$ cat src/rtl/esf_pkg.sv
// Shared constants for the exception source front end
package esf_pkg;
    localparam int TICK_W = 24;
    localparam int TICK_DIV = 32;
    localparam int TICK_DIV_W = 5;
    localparam logic [TICK_DIV_W-1:0] TICK_DIV_LAST = 5'h1f;
    localparam logic [TICK_W-1:0] TICK_CAL_VALUE = 24'h0009c4;
    localparam logic [TICK_W-1:0] TICK_RESET_VALUE = 24'h000000;
    localparam int SYNC_STAGES = 2;
    localparam int RST_CAUSE_W = 3;
    localparam int RST_CAUSE_PIN = 0;
    localparam int RST_CAUSE_WDT = 1;
    localparam int RST_CAUSE_SW = 2;
    localparam int NMI_CAUSE_W = 2;
    localparam int NMI_CAUSE_PIN = 0;
    localparam int NMI_CAUSE_WDT = 1;
    localparam int LEVEL_W = 2;
    localparam int LEVEL_EDGE_BIT = 1;
    localparam int LEVEL_HIGH_BIT = 0;
    localparam logic [LEVEL_W-1:0] LEVEL_LOW = 2'h0;
    localparam logic [LEVEL_W-1:0] LEVEL_HIGH = 2'h1;
    localparam logic [LEVEL_W-1:0] LEVEL_FALL = 2'h2;
    localparam logic [LEVEL_W-1:0] LEVEL_RISE = 2'h3;
    localparam logic RST_PIN_INIT = 1'b0;
    localparam logic NMI_PIN_INIT = 1'b1;
    localparam logic IRQ_PIN_INIT = 1'b0;
endpackage : esf_pkg

$ cat src/rtl/esf_wake_if.sv
// Carrier between the router and the standby wake detector
`timescale 1ns/1ps
interface esf_wake_if #(
    parameter int N = 8
);
    logic [N-1:0] src;
    logic [N-1:0] en;
    logic [N-1:0] edge_mode;
    logic [N-1:0] high_act;
    logic [N-1:0] clr;
    logic [N-1:0] req;

    modport ctl(
        output src,
        output en,
        output edge_mode,
        output high_act,
        output clr,
        input req
    );

    modport det(
        input src,
        input en,
        input edge_mode,
        input high_act,
        input clr,
        output req
    );
endinterface : esf_wake_if

$ cat src/rtl/esf_wake_detect.sv
// Per-source standby wake detection with sticky edge capture
`timescale 1ns/1ps
module esf_wake_detect #(
    parameter int N = 8
)(
    input wire logic mclk,
    input wire logic rstn,
    esf_wake_if.det wk
);
    import esf_pkg::*;

    logic [N-1:0] prev_q;
    logic [N-1:0] req_q;
    logic [N-1:0] rise;
    logic [N-1:0] fall;
    logic [N-1:0] edge_hit;
    logic [N-1:0] level_hit;

    assign rise = wk.src & ~prev_q;
    assign fall = ~wk.src & prev_q;
    // Per-bit select; each source picks its own edge direction
    assign edge_hit = wk.en & ((wk.high_act & rise) | (~wk.high_act & fall));
    assign level_hit = wk.en & ~(wk.src ^ wk.high_act);

    always_ff @(posedge mclk or negedge rstn)
    begin
        if (!rstn)
            prev_q <= '0;
        else
            prev_q <= wk.src;
    end

    // Edge requests stay latched; a new edge beats a clear in the same cycle
    always_ff @(posedge mclk or negedge rstn)
    begin
        if (!rstn)
            req_q <= '0;
        else
        begin
            for (int i = 0; i < N; i++)
            begin
                if (wk.edge_mode[i])
                    req_q[i] <= edge_hit[i] | (req_q[i] & ~wk.clr[i]);
                else
                    req_q[i] <= level_hit[i];
            end
        end
    end

    assign wk.req = req_q;
endmodule : esf_wake_detect

$ cat src/rtl/esf_tick_timer.sv
// System tick down counter fed by the divided oscillator
`timescale 1ns/1ps
module esf_tick_timer (
    input wire logic mclk,
    input wire logic rstn,
    input wire logic osc_level,
    input wire logic enable,
    input wire logic [esf_pkg::TICK_W-1:0] reload,
    output logic [esf_pkg::TICK_W-1:0] current,
    output logic zero_event
);
    import esf_pkg::*;

    logic osc_prev_q;
    logic [TICK_DIV_W-1:0] div_q;
    logic tick;
    logic enable_prev_q;
    logic [TICK_W-1:0] count_q;
    logic zero_q;

    always_ff @(posedge mclk or negedge rstn)
    begin
        if (!rstn)
            osc_prev_q <= 1'b0;
        else
            osc_prev_q <= osc_level;
    end

    // One tick per thirty-two oscillator rising edges
    always_ff @(posedge mclk or negedge rstn)
    begin
        if (!rstn)
            div_q <= '0;
        else if (osc_level && !osc_prev_q)
            div_q <= div_q + 5'h01;
    end

    assign tick = osc_level && !osc_prev_q && (div_q == TICK_DIV_LAST);

    always_ff @(posedge mclk or negedge rstn)
    begin
        if (!rstn)
            enable_prev_q <= 1'b0;
        else
            enable_prev_q <= enable;
    end

    always_ff @(posedge mclk or negedge rstn)
    begin
        if (!rstn)
            count_q <= TICK_RESET_VALUE;
        else if (enable && !enable_prev_q)
            count_q <= reload;
        else if (enable && tick)
        begin
            if (count_q == TICK_RESET_VALUE)
                count_q <= reload;
            else
                count_q <= count_q - 24'h000001;
        end
    end

    // Reload of zero never fires; the count just sits at zero
    always_ff @(posedge mclk or negedge rstn)
    begin
        if (!rstn)
            zero_q <= 1'b0;
        else
            zero_q <= enable && enable_prev_q && tick && (count_q == 24'h000001);
    end

    assign current = count_q;
    assign zero_event = zero_q;
endmodule : esf_tick_timer

$ cat src/rtl/esf_top.sv
// Exception source front end: reset, NMI, tick timer and interrupt routing
//
// What this block does
// - Raise reset exception when the synchronised external reset pin rises.
// - Reset sources are pin, watchdog and software; cause kept in readable flags.
// - Software reset request bit write raises a system reset exception.
// - Raise NMI when the external NMI pin falls from high to low.
// - NMI sources are pin and watchdog; cause kept in readable flags.
// - Watchdog feeds both the reset source and the NMI source inputs.
// - Enabling the tick timer loads reload value, then counts down per tick.
// - Tick counter reaching zero raises tick exception and sets a pollable flag.
// - Tick clock is the main oscillator input divided by thirty-two.
// - Calibration value reads fixed 0x9C4, ten milliseconds at 8 MHz.
// - Peripheral requests not used for wake go straight to the core.
// - Wake peripheral requests and wake pin requests pass the wake detector.
// - Pin requests not used for wake go straight to the core.
// - A set-pending bit forces a pending request for that source.
// - A pin with input disabled reads high internally, a direct request when not used for wake; otherwise it feeds the wake detector.
// - Core sees high level as request; direct peripherals drive high.
// - Wake peripherals detect rising/falling; wake pins also high/low level.
// - Each wake source has its own enable and active level field.
// - Detected wake request reaches the core as a high level.
// - Edge requests latch; level requests last only while the level holds.
// - Detected edge request stays high until cleared through the wake clear bits.
`timescale 1ns/1ps
module esf_top #(
    parameter int NP = 8,
    parameter int NX = 8
)(
    input wire logic mclk,
    input wire logic rstn,
    input wire logic reset_pin,
    input wire logic wdt_reset_req,
    input wire logic software_reset_request,
    input wire logic [esf_pkg::RST_CAUSE_W-1:0] reset_cause_clear,
    output logic reset_exception,
    output logic [esf_pkg::RST_CAUSE_W-1:0] reset_cause_flags,
    input wire logic nmi_pin_n,
    input wire logic wdt_nmi_req,
    input wire logic [esf_pkg::NMI_CAUSE_W-1:0] nmi_cause_clear,
    output logic nmi_exception,
    output logic [esf_pkg::NMI_CAUSE_W-1:0] nmi_cause_flags,
    input wire logic main_oscillator_input,
    input wire logic tick_enable,
    input wire logic [esf_pkg::TICK_W-1:0] tick_reload,
    input wire logic tick_flag_clear,
    output logic [esf_pkg::TICK_W-1:0] tick_current,
    output logic [esf_pkg::TICK_W-1:0] tick_calibration,
    output logic tick_count_flag,
    output logic tick_exception,
    input wire logic [NP-1:0] periph_irq,
    input wire logic [NP-1:0] periph_wake_sel,
    input wire logic [NX-1:0] ext_irq_pin,
    input wire logic [NX-1:0] pin_input_enable,
    input wire logic [NX-1:0] pin_wake_sel,
    input wire logic [NP+NX-1:0] wake_source_enable,
    input wire logic [esf_pkg::LEVEL_W*(NP+NX)-1:0] wake_active_level,
    input wire logic [NP+NX-1:0] wake_request_clear,
    output logic [NP+NX-1:0] wake_request,
    input wire logic [NP+NX-1:0] set_pending,
    input wire logic [NP+NX-1:0] clear_pending,
    output logic [NP+NX-1:0] core_irq
);
    import esf_pkg::*;

    localparam int NI = NP + NX;

    function automatic logic rose(input logic prev, input logic cur);
        rose = cur & ~prev;
    endfunction : rose

    function automatic logic fell(input logic prev, input logic cur);
        fell = prev & ~cur;
    endfunction : fell

    // Pin synchronisers; stage one is read by stage two only
    logic rst_pin_s1_q;
    logic rst_pin_s2_q;
    logic rst_pin_prev_q;
    logic nmi_pin_s1_q;
    logic nmi_pin_s2_q;
    logic nmi_pin_prev_q;
    logic osc_s1_q;
    logic osc_s2_q;
    logic [NX-1:0] pin_s1_q;
    logic [NX-1:0] pin_s2_q;

    always_ff @(posedge mclk or negedge rstn)
    begin
        if (!rstn)
        begin
            rst_pin_s1_q <= RST_PIN_INIT;
            rst_pin_s2_q <= RST_PIN_INIT;
            rst_pin_prev_q <= RST_PIN_INIT;
        end
        else
        begin
            rst_pin_s1_q <= reset_pin;
            rst_pin_s2_q <= rst_pin_s1_q;
            rst_pin_prev_q <= rst_pin_s2_q;
        end
    end

    always_ff @(posedge mclk or negedge rstn)
    begin
        if (!rstn)
        begin
            nmi_pin_s1_q <= NMI_PIN_INIT;
            nmi_pin_s2_q <= NMI_PIN_INIT;
            nmi_pin_prev_q <= NMI_PIN_INIT;
        end
        else
        begin
            nmi_pin_s1_q <= nmi_pin_n;
            nmi_pin_s2_q <= nmi_pin_s1_q;
            nmi_pin_prev_q <= nmi_pin_s2_q;
        end
    end

    // Oscillator is sampled, not used as a clock; it must stay below mclk / 4
    always_ff @(posedge mclk or negedge rstn)
    begin
        if (!rstn)
        begin
            osc_s1_q <= 1'b0;
            osc_s2_q <= 1'b0;
        end
        else
        begin
            osc_s1_q <= main_oscillator_input;
            osc_s2_q <= osc_s1_q;
        end
    end

    always_ff @(posedge mclk or negedge rstn)
    begin
        if (!rstn)
        begin
            pin_s1_q <= {NX{IRQ_PIN_INIT}};
            pin_s2_q <= {NX{IRQ_PIN_INIT}};
        end
        else
        begin
            pin_s1_q <= ext_irq_pin;
            pin_s2_q <= pin_s1_q;
        end
    end

    // Reset sources
    logic wdt_rst_prev_q;
    logic [RST_CAUSE_W-1:0] rst_hit;
    logic [RST_CAUSE_W-1:0] rst_flags_q;
    logic rst_exc_q;

    always_ff @(posedge mclk or negedge rstn)
    begin
        if (!rstn)
            wdt_rst_prev_q <= 1'b0;
        else
            wdt_rst_prev_q <= wdt_reset_req;
    end

    always_comb
    begin
        rst_hit = '0;
        rst_hit[RST_CAUSE_PIN] = rose(rst_pin_prev_q, rst_pin_s2_q);
        rst_hit[RST_CAUSE_WDT] = rose(wdt_rst_prev_q, wdt_reset_req);
        rst_hit[RST_CAUSE_SW] = software_reset_request;
    end

    // A new cause beats a clear landing in the same cycle
    always_ff @(posedge mclk or negedge rstn)
    begin
        if (!rstn)
            rst_flags_q <= '0;
        else
            rst_flags_q <= rst_hit | (rst_flags_q & ~reset_cause_clear);
    end

    always_ff @(posedge mclk or negedge rstn)
    begin
        if (!rstn)
            rst_exc_q <= 1'b0;
        else
            rst_exc_q <= |rst_hit;
    end

    assign reset_exception = rst_exc_q;
    assign reset_cause_flags = rst_flags_q;

    // Non-maskable interrupt sources
    logic wdt_nmi_prev_q;
    logic [NMI_CAUSE_W-1:0] nmi_hit;
    logic [NMI_CAUSE_W-1:0] nmi_flags_q;
    logic nmi_exc_q;

    always_ff @(posedge mclk or negedge rstn)
    begin
        if (!rstn)
            wdt_nmi_prev_q <= 1'b0;
        else
            wdt_nmi_prev_q <= wdt_nmi_req;
    end

    always_comb
    begin
        nmi_hit = '0;
        nmi_hit[NMI_CAUSE_PIN] = fell(nmi_pin_prev_q, nmi_pin_s2_q);
        nmi_hit[NMI_CAUSE_WDT] = rose(wdt_nmi_prev_q, wdt_nmi_req);
    end

    always_ff @(posedge mclk or negedge rstn)
    begin
        if (!rstn)
            nmi_flags_q <= '0;
        else
            nmi_flags_q <= nmi_hit | (nmi_flags_q & ~nmi_cause_clear);
    end

    always_ff @(posedge mclk or negedge rstn)
    begin
        if (!rstn)
            nmi_exc_q <= 1'b0;
        else
            nmi_exc_q <= |nmi_hit;
    end

    assign nmi_exception = nmi_exc_q;
    assign nmi_cause_flags = nmi_flags_q;

    // System tick timer
    logic tick_zero;
    logic tick_flag_q;
    logic tick_exc_q;

    esf_tick_timer u_tick (
        .mclk(mclk),
        .rstn(rstn),
        .osc_level(osc_s2_q),
        .enable(tick_enable),
        .reload(tick_reload),
        .current(tick_current),
        .zero_event(tick_zero)
    );

    always_ff @(posedge mclk or negedge rstn)
    begin
        if (!rstn)
            tick_flag_q <= 1'b0;
        else
            tick_flag_q <= tick_zero | (tick_flag_q & ~tick_flag_clear);
    end

    always_ff @(posedge mclk or negedge rstn)
    begin
        if (!rstn)
            tick_exc_q <= 1'b0;
        else
            tick_exc_q <= tick_zero;
    end

    assign tick_count_flag = tick_flag_q;
    assign tick_exception = tick_exc_q;
    assign tick_calibration = TICK_CAL_VALUE;

    // Interrupt routing
    logic [NX-1:0] pin_level;
    logic [NI-1:0] src_level;
    logic [NI-1:0] wake_sel;
    logic [NI-1:0] direct_req_q;
    logic [NI-1:0] forced_q;
    logic [NI-1:0] edge_mode;
    logic [NI-1:0] high_act;

    assign pin_level = pin_s2_q | ~pin_input_enable;
    assign src_level = {pin_level, periph_irq};
    assign wake_sel = {pin_wake_sel, periph_wake_sel};

    // Peripherals only support edges on the wake path, so their edge bit is forced
    always_comb
    begin
        edge_mode = '0;
        high_act = '0;
        for (int i = 0; i < NI; i++)
        begin
            edge_mode[i] = wake_active_level[LEVEL_W*i+LEVEL_EDGE_BIT] | (i < NP);
            high_act[i] = wake_active_level[LEVEL_W*i+LEVEL_HIGH_BIT];
        end
    end

    esf_wake_if #(.N(NI)) wk ();

    assign wk.src = src_level & wake_sel;
    assign wk.en = wake_source_enable & wake_sel;
    assign wk.edge_mode = edge_mode;
    assign wk.high_act = high_act;
    assign wk.clr = wake_request_clear;

    esf_wake_detect #(.N(NI)) u_wake (
        .mclk(mclk),
        .rstn(rstn),
        .wk(wk)
    );

    assign wake_request = wk.req;

    // Direct path registered so both routes reach the core from flip-flops
    always_ff @(posedge mclk or negedge rstn)
    begin
        if (!rstn)
            direct_req_q <= '0;
        else
            direct_req_q <= src_level & ~wake_sel;
    end

    // Forced pending holds until the core clears it; a set wins over a clear
    always_ff @(posedge mclk or negedge rstn)
    begin
        if (!rstn)
            forced_q <= '0;
        else
            forced_q <= set_pending | (forced_q & ~clear_pending);
    end

    assign core_irq = direct_req_q | wk.req | forced_q;
endmodule : esf_top

$ cat config.mk
export PLATFORM = sky130hd
export DESIGN_NAME = esf_top
export DESIGN_NICKNAME = d
export VERILOG_FILES = /design/src/rtl/esf_pkg.sv /design/src/rtl/esf_wake_if.sv /design/src/rtl/esf_wake_detect.sv /design/src/rtl/esf_tick_timer.sv /design/src/rtl/esf_top.sv
export SDC_FILE = /design/constraint.sdc
export NUM_CORES = 1
export LEC_CHECK = 0
export ABC_AREA = 1
export BUFFER_PORTS_ARGS = -buffer_cell sky130_fd_sc_hd__buf_2
export CAP_MARGIN = 0
export CORE_MARGIN = 1.5
export CORE_UTILIZATION = 52
export CTS_CLUSTER_DIAMETER = 60
export DETAILED_ROUTE_END_ITERATION = 7
export HOLD_SLACK_MARGIN = 0.05
export PLACE_DENSITY = 0.84
export SYNTH_ARGS = -nofsm -noshare
export SYNTH_HDL_FRONTEND = slang
export SYNTH_SLANG_ARGS = --single-unit
$ cat constraint.sdc
create_clock -name mclk -period 3.15 [get_ports mclk]
set_input_delay 0.315 -clock mclk [delete_from_list [all_inputs] [get_ports mclk]]
set_output_delay 0.315 -clock mclk [all_outputs]
set_load 0.005 [all_outputs]
==> impl_results.md, run 1 <==
* GRT Residual Overflow at 0
* Row Count at 40
* Hold crit path type: in -> reg
* Asr flop ratio synth at 1.000
* Arrival time worst endpoint at 2.35 ns
* Vias in the first global route at around 5500
* TritonCTS clock tree: yes
* Max capacitance violation total at 0
* I/O Buffers at 231
* Post-cts resize count at 0
* Crit Reg-Reg Endpoint: u_tick.current[21]
* H-tree Lvls at 4
* DR top layer: met4
* Reg-to-Reg Start: u_tick.div_q[0]
* First-pass GRT wire length at 23810 um
* WL/cell at approximately 12 um
* R2R cell count at 9
* Library cells used by synthesis at 33
* Final hold violations at 0
* Die Wd at about 110 um
* I/O Pins at 264
* Synth area leaders: dfrtp_1, nand2_1, inv_1, nand3_1, nor2_1
* CP endpoint kind: flop
* Finished Cell Area at 8273 um^2
* Final TNS setup at 0 ns
* Worst hold slack at roughly 0.07 ns
* Post-Syn Area at between 6000 and 7000 um^2
* Leak at 4.693 nW
* CTS clock-pin slew for the worst setup and hold paths at 0.06 ns
* Worst EP required at 3.45 ns
* Worst slew pin tran at 0.7335 ns
* Fin crit share at 0.6500
* Drt drc at 0
* Met2 WL at 6996 um
* CTS root buf: clkbuf_16
* Final Max Tran Viols at 0
* Via count at around 5800
* Die area at 12770 um^2
* RSZ-0062 raised after global routing: false
* Core ar. at 11910 um^2
* Register area share after synthesis at 0.5214
* Initial antenna violation count at 1
* Kind of critical path: reg -> reg
* Vias/cell at 4.785
* Syn_area_per_cell at between 8 and 9 um^2
* DP HPWL at 10490 um
* Number of synthesized register bits at 131
* Final setup fails at 0
* Peak VDD IR at between 0.0003 and 0.0004 V
* Synth warn at 0
* CP endpoint: u_tick.current[21]
* Largest net degree at the start of global routing at 86
* Main synth FF type: dfrtp_1
* Headroom to the max-slew limit at 0.5110
* Aggregate global-route resource usage at 0.2343
* Power density cells at 594.7 nW/um^2
* Tmin final at 2.047 ns
* Placed cell count at 1155
* Cell Area, Placed at approximately 7500 um^2
* Die Y at 113.0 um
* FF-to-FF setup slack at about 1.1 ns
* Synth area leader: dfrtp_1
* Layout cells sized above 1 at 0.2732
* Crit path max fanout at 28
* Met1 WL at 6046 um
* Syn-to-layout area delta at 31.43%
* Max Clock Skew at around 0.0047 ns
* Layout Cells excl Fill at 1202
* Yosys top cell area share at 0.5088
* CTS Buf Count at 17
* Mapped Cells at 782
* Max Clk Rate at ~490 MHz
* Crit start category: flop
* Commonest cells post-synth: nand2_1, inv_1, dfrtp_1
* Post-CTS Setup Inserts at 0
* Clk sinks at 131
* Routed wire length at 14290 um
* Post-synth EDFFs at 0
* Maximum buffer depth of the clock tree at 2
* # nets final at between 1000 and 1500
* Initial DRC Count at 330
* Count leader, synth: nand2_1
* Final ANT Viol Nets at 0
* Met3 Routed Length at 919 um
* DR pass1 iterations at 5
* Outcome: complete, no violations
* Skew-Pair Late Insertion Delay at between 0.4 and 0.5 ns
* Worst setup path startpoint: u_tick.div_q[0]
* Initial Util at 0.5285
* Placer Congestion at a little under 0.9
[final cells by class]
cell class	count	area (um^2)
antenna	1	2.502
clock buffer	19	442.9
clock inverter	12	156.4
fill	992	3638
inverter	134	508.0
multi-input combinational	508	2355
sequential	131	3282
tap	147	183.9
timing repair buffer	250	1343
[per-layer routing]
layer	vias up	global-route usage
li1	2914	-
met1	2596	0.2848
met2	216	0.3952
met3	25	0.05624
met4	0	0.1117
met5	-	0
[how the worst min path moves through the flow]
| stage | to | depth (start not counted) | startpoint | slack [ns] |
|---|---|---|---|---|
| 2_1_floorplan | direct_req_q[0] | 0 | rstn | 0.02 |
| 3_3_place_gp | rst_pin_s2_q | 0 | rst_pin_s1_q | 0.33 |
| 3_5_place_dp | pin_s2_q[0] | 0 | pin_s1_q[0] | 0.33 |
| 4_1_cts | direct_req_q[7] | 2 | periph_wake_sel[7] | 0.05 |
| 5_1_grt | u_wake.wk.req[3] | 2 | wake_request_clear[3] | 0.07 |
| 6_report | u_wake.wk.req[3] | 2 | wake_request_clear[3] | 0.07 |
[flip-flops by register name, indices dropped and copies added, names as in the netlist, 5 cells and up]
register,cells
u_tick.div_q,5
u_tick.current,24
pin_s2_q,8
forced_q,16
direct_req_q,16
pin_s1_q,8
u_wake.prev_q,16
u_wake.wk.req,16
[critical path, cell delays in order, from the launching register on]
cell and delay, ns:
dfrtp_1 0.40, ha_1 0.22, and3_1 0.18, ha_1 0.19, nand3_1 0.10, nand2_1 0.22, inv_2 0.42, a21oi_1 0.08
nand2_1 0.08, nand2_1 0.04
[placed cells by master (no fill, tap or decap), types with 2 or more instances in the layout]
cell type	synthesis	final
xnor2_1	5	5
or2_2	3	3
a31oi_1	8	8
clkinv_4	0	4
o211ai_1	8	8
nor2_4	3	3
o22ai_1	4	4
nand2_1	232	232
inv_1	131	131
nor2_1	68	68
o21bai_1	18	18
inv_2	2	2
o21ai_0	22	22
dfstp_2	3	3
dfrtp_1	128	128
nand2_2	2	2
inv_6	1	2
conb_1	2	24
a21oi_1	32	32
nand4_1	9	9
clkbuf_16	0	17
nand3_1	51	51
clkinv_2	0	3
bufinv_16	0	3
buf_4	24	4
ha_1	5	5
dlygate4sd3_1	0	15
buf_2	3	230
nor2_2	7	7
[metrics by stage]
step | worst slack [ns] | total power, mW | utilization
5_1_grt | 0.9189 | 5.186 | 0.6945
4_1_cts | 1.117 | 4.954 | 0.6943
2_1_floorplan | 1.450 | 2.570 | -
3_3_place_gp | 1.178 | 2.906 | 0.6314
3_5_place_dp | 1.143 | 2.937 | 0.6314
6_report | 1.103 | 4.920 | 0.6945
[power by group]
part	switching, mW	internal, mW	leakage [nW]
Clock	0.721	1.26	0.293
Sequential	0.182	1.86	1.59
Combinational	0.506	0.385	2.81
[cells by family (layout without fill, tap and decap cells)]
| group | count (synthesis) | count (layout) | share of synthesized area |
|---|---|---|---|
| buffers and inverters | 165 | 415 | 0.1177 |
| flip-flops | 131 | 131 | 0.5214 |
| adder cells (fa/ha/maj) | 5 | 5 | 0.009938 |
| other | 2 | 25 | 0.001193 |
| AND/OR/NAND/NOR | 380 | 380 | 0.2548 |
| XOR/XNOR | 6 | 6 | 0.008348 |
| AO/OA/AOI/OAI | 93 | 93 | 0.08666 |
[timing repair]
item                       in CTS  in global routing
setup endpoints to repair       0                  0
hold endpoints to repair       93                  0
hold buffers                   15                  0
(Power assumes the default switching activity.)
==> run 2, diff against run 1 <==
--- a/config.mk
+++ b/config.mk
@@ -9,11 +9,11 @@
 export BUFFER_PORTS_ARGS = -buffer_cell sky130_fd_sc_hd__buf_2
 export CAP_MARGIN = 0
 export CORE_MARGIN = 1.5
-export CORE_UTILIZATION = 52
+export CORE_UTILIZATION = 44
 export CTS_CLUSTER_DIAMETER = 60
 export DETAILED_ROUTE_END_ITERATION = 7
 export HOLD_SLACK_MARGIN = 0.05
-export PLACE_DENSITY = 0.84
+export PLACE_DENSITY = 0.75
 export SYNTH_ARGS = -nofsm -noshare
 export SYNTH_HDL_FRONTEND = slang
 export SYNTH_SLANG_ARGS = --single-unit
==> constraint.sdc (replaced) <==
create_clock -name mclk -period 1.7 [get_ports mclk]
set_input_delay 0.17 -clock mclk [delete_from_list [all_inputs] [get_ports mclk]]
set_output_delay 0.17 -clock mclk [all_outputs]
set_load 0.005 [all_outputs]
==> impl_results.md, run 2 (synthesis results as in run 1) <==
* TritonCTS clock tree: yes
* Layout cells sized above 1 at 0.2901
* Worst EP required at 2.05 ns
* Net Sw Power at 2.797 mW
* Initial antenna violation count at 1
* Int Pwr at roughly 7.1 mW
* DR pass1 iterations at 5
* Comb power frac at 0.224
* Slowest cell on the critical path: dfrtp_1
* Sw Share at 0.2836
* Power density cells at 995.9 nW/um^2
* CTS root buf: clkbuf_16
* # nets final at around 1400
* Final setup fails at 0
* Drt drc at 0
* Crit start category: flop
* Tmin final at roughly 1.6 ns
* Initial Util at 0.4517
* Max Clock Skew at 0.006233 ns
* CTS clock-pin slew for the worst setup and hold paths at 0.06 ns
* Crit path max fanout at 5
* Final hold violations at 0
* Final Max Tran Viols at 0
* # diodes at 0
* Aggregate global-route resource usage at 0.2316
* Kind of critical path: reg -> reg
* H-tree Lvls at 4
* CP endpoint kind: flop
* Outcome: complete, no violations
* Footprint of the multi-input gates at 2485 um^2
* Finished Cell Area at between 9000 and 10000 um^2
* Leak at 5.370 nW
* Skew-Pair Late Insertion Delay at around 0.41 ns
* Crit-path max cell delay at 0.37 ns
* FF+latch area at 3284 um^2
* Die Wd at about 120 um
* Core ar. at 13930 um^2
* Post-placement worst setup slack at -0.01035 ns
* Via count at 6448
* Max reg flops at 24
* Fill cells at 1023
* Worst path cell trace: ha_2, and3_4, ha_2, nand3_2, nand2_4, inv_8, buf_12, a21oi_2, nand2_1, nand2_1
* Peak VDD IR at 0.0005719 V
* Worst Setup Slack, final at 0.08368 ns
* GRT Residual Overflow at 0
* Most common cell after layout, fill and taps aside: buf_2
* Syn-to-layout area delta at 57.34%
* First-pass GRT wire length at 26990 um
* Largest net degree at the start of global routing at between 40 and 50
* Routed wire length at 17930 um
* Arrival time worst endpoint at 1.97 ns
* Max capacitance violation total at 0
* CTS Buf Count at 17
* Hold crit path type: in -> reg
* Maximum buffer depth of the clock tree at 2
* I/O Buffers at approximately 230
* Placer Congestion at 0.8966
* Reg power frac at 0.380
* RSZ-0062 raised after global routing: true
* Row Count at 43
* Vias/cell at 4.686
* Final ANT Viol Nets at 0
* I/O Pins at 264
* Part of the power in the clock network at 0.396
* Die area at 15030 um^2
* Most frequent cells in the layout: buf_2, nand2_1, dlygate4sd3_1, inv_1, dfrtp_1
* Vias in the first global route at 5998
* Die Y at between 100 and 150 um
* WL/cell at 13.03 um
* Initial DRC Count at 377
* Fin crit share at 0.9508
* Clk sinks at 131
* Cell Area, Placed at 7750 um^2
* Max Clk Rate at 618.7 MHz
* DP HPWL at 10980 um
[run 2: changes by cell type in the layout (fill, tap and decap cells not counted), sizes merged]
cell         delta
buf            +23
clkbuf          +4
inv             +1
clkinvlp        +1
dlygate4sd3   +114
clkinv          -4
nand2           +2
bufinv          +1
diode           -1
[run 2: worst paths after layout]
kind                                      end  slack (ns)  cells past startpoint                    from
setup / recovery           u_tick.current[19]        0.08                     10         u_tick.div_q[1]
max in group asynchronous    u_wake.prev_q[5]        0.87                      3                    rstn
hold / removal              u_wake.wk.req[11]        0.02                      4  wake_request_clear[11]
setup reg to reg           u_tick.current[19]        0.08                     10         u_tick.div_q[1]
hold reg to reg                   pin_s2_q[7]        0.35                      0             pin_s1_q[7]
min in group asynchronous    u_wake.prev_q[7]        0.24                      2                    rstn
[run 2: power groups by stage]
| stage | sequential, mW | combinational [mW] | clock [mW] |
|---|---|---|---|
| after floorplan | 3.78 | 0.985 | 0 |
| after global placement | 3.76 | 1.77 | 0 |
| after detailed placement | 3.77 | 1.81 | 0 |
| after CTS | 3.72 | 2.10 | 3.97 |
| after global routing | 3.79 | 2.47 | 4.15 |
| final | 3.74 | 2.21 | 3.91 |
[run 2: worst max-delay path: cells and delay by family, from the launching register on]
family | cells | cell delay [ns]
flops | 1 | 0.37
fa+ha+maj | 2 | 0.36
simple gates | 5 | 0.53
buf+inv | 2 | 0.19
compound gates | 1 | 0.11
[run 2: stage by stage]
stage	hold WS, ns	instances	setup TNS [ns]	util	total power [mW]
floorplan	-0.1256	804	0	-	4.763
global placement	0.1313	1208	0	0.5562	5.528
detailed placement	0.1282	1208	-0.01787	0.5562	5.581
CTS	0.05252	1372	0	0.6970	9.788
global route	0.07042	1376	-0.04761	0.7108	10.41
finish	0.01644	1376	0	0.7108	9.864
[run 2: per-layer routing]
metal	wire (um)	global-route usage
met3	1009	0.05623
met2	9703	0.4375
met1	6868	0.2528
met5	16	0
met4	327	0.07485
[run 2: area by class of cell]
cell class,count,share of cell area
sequential,131,0.3316
timing repair buffer,389,0.2783
multi-input combinational,510,0.2509
inverter,134,0.05230
clock inverter,11,0.01769
clock buffer,21,0.04649
tap,180,0.02274
[run 2: repair_timing]
item,in CTS,in global routing
setup endpoints to repair,8,28
endpoints found under the hold margin,159,0
cloned,0,4
buffers inserted,1,2
gates resized for setup,2,41
hold buffers,131,0
pin swaps,0,14
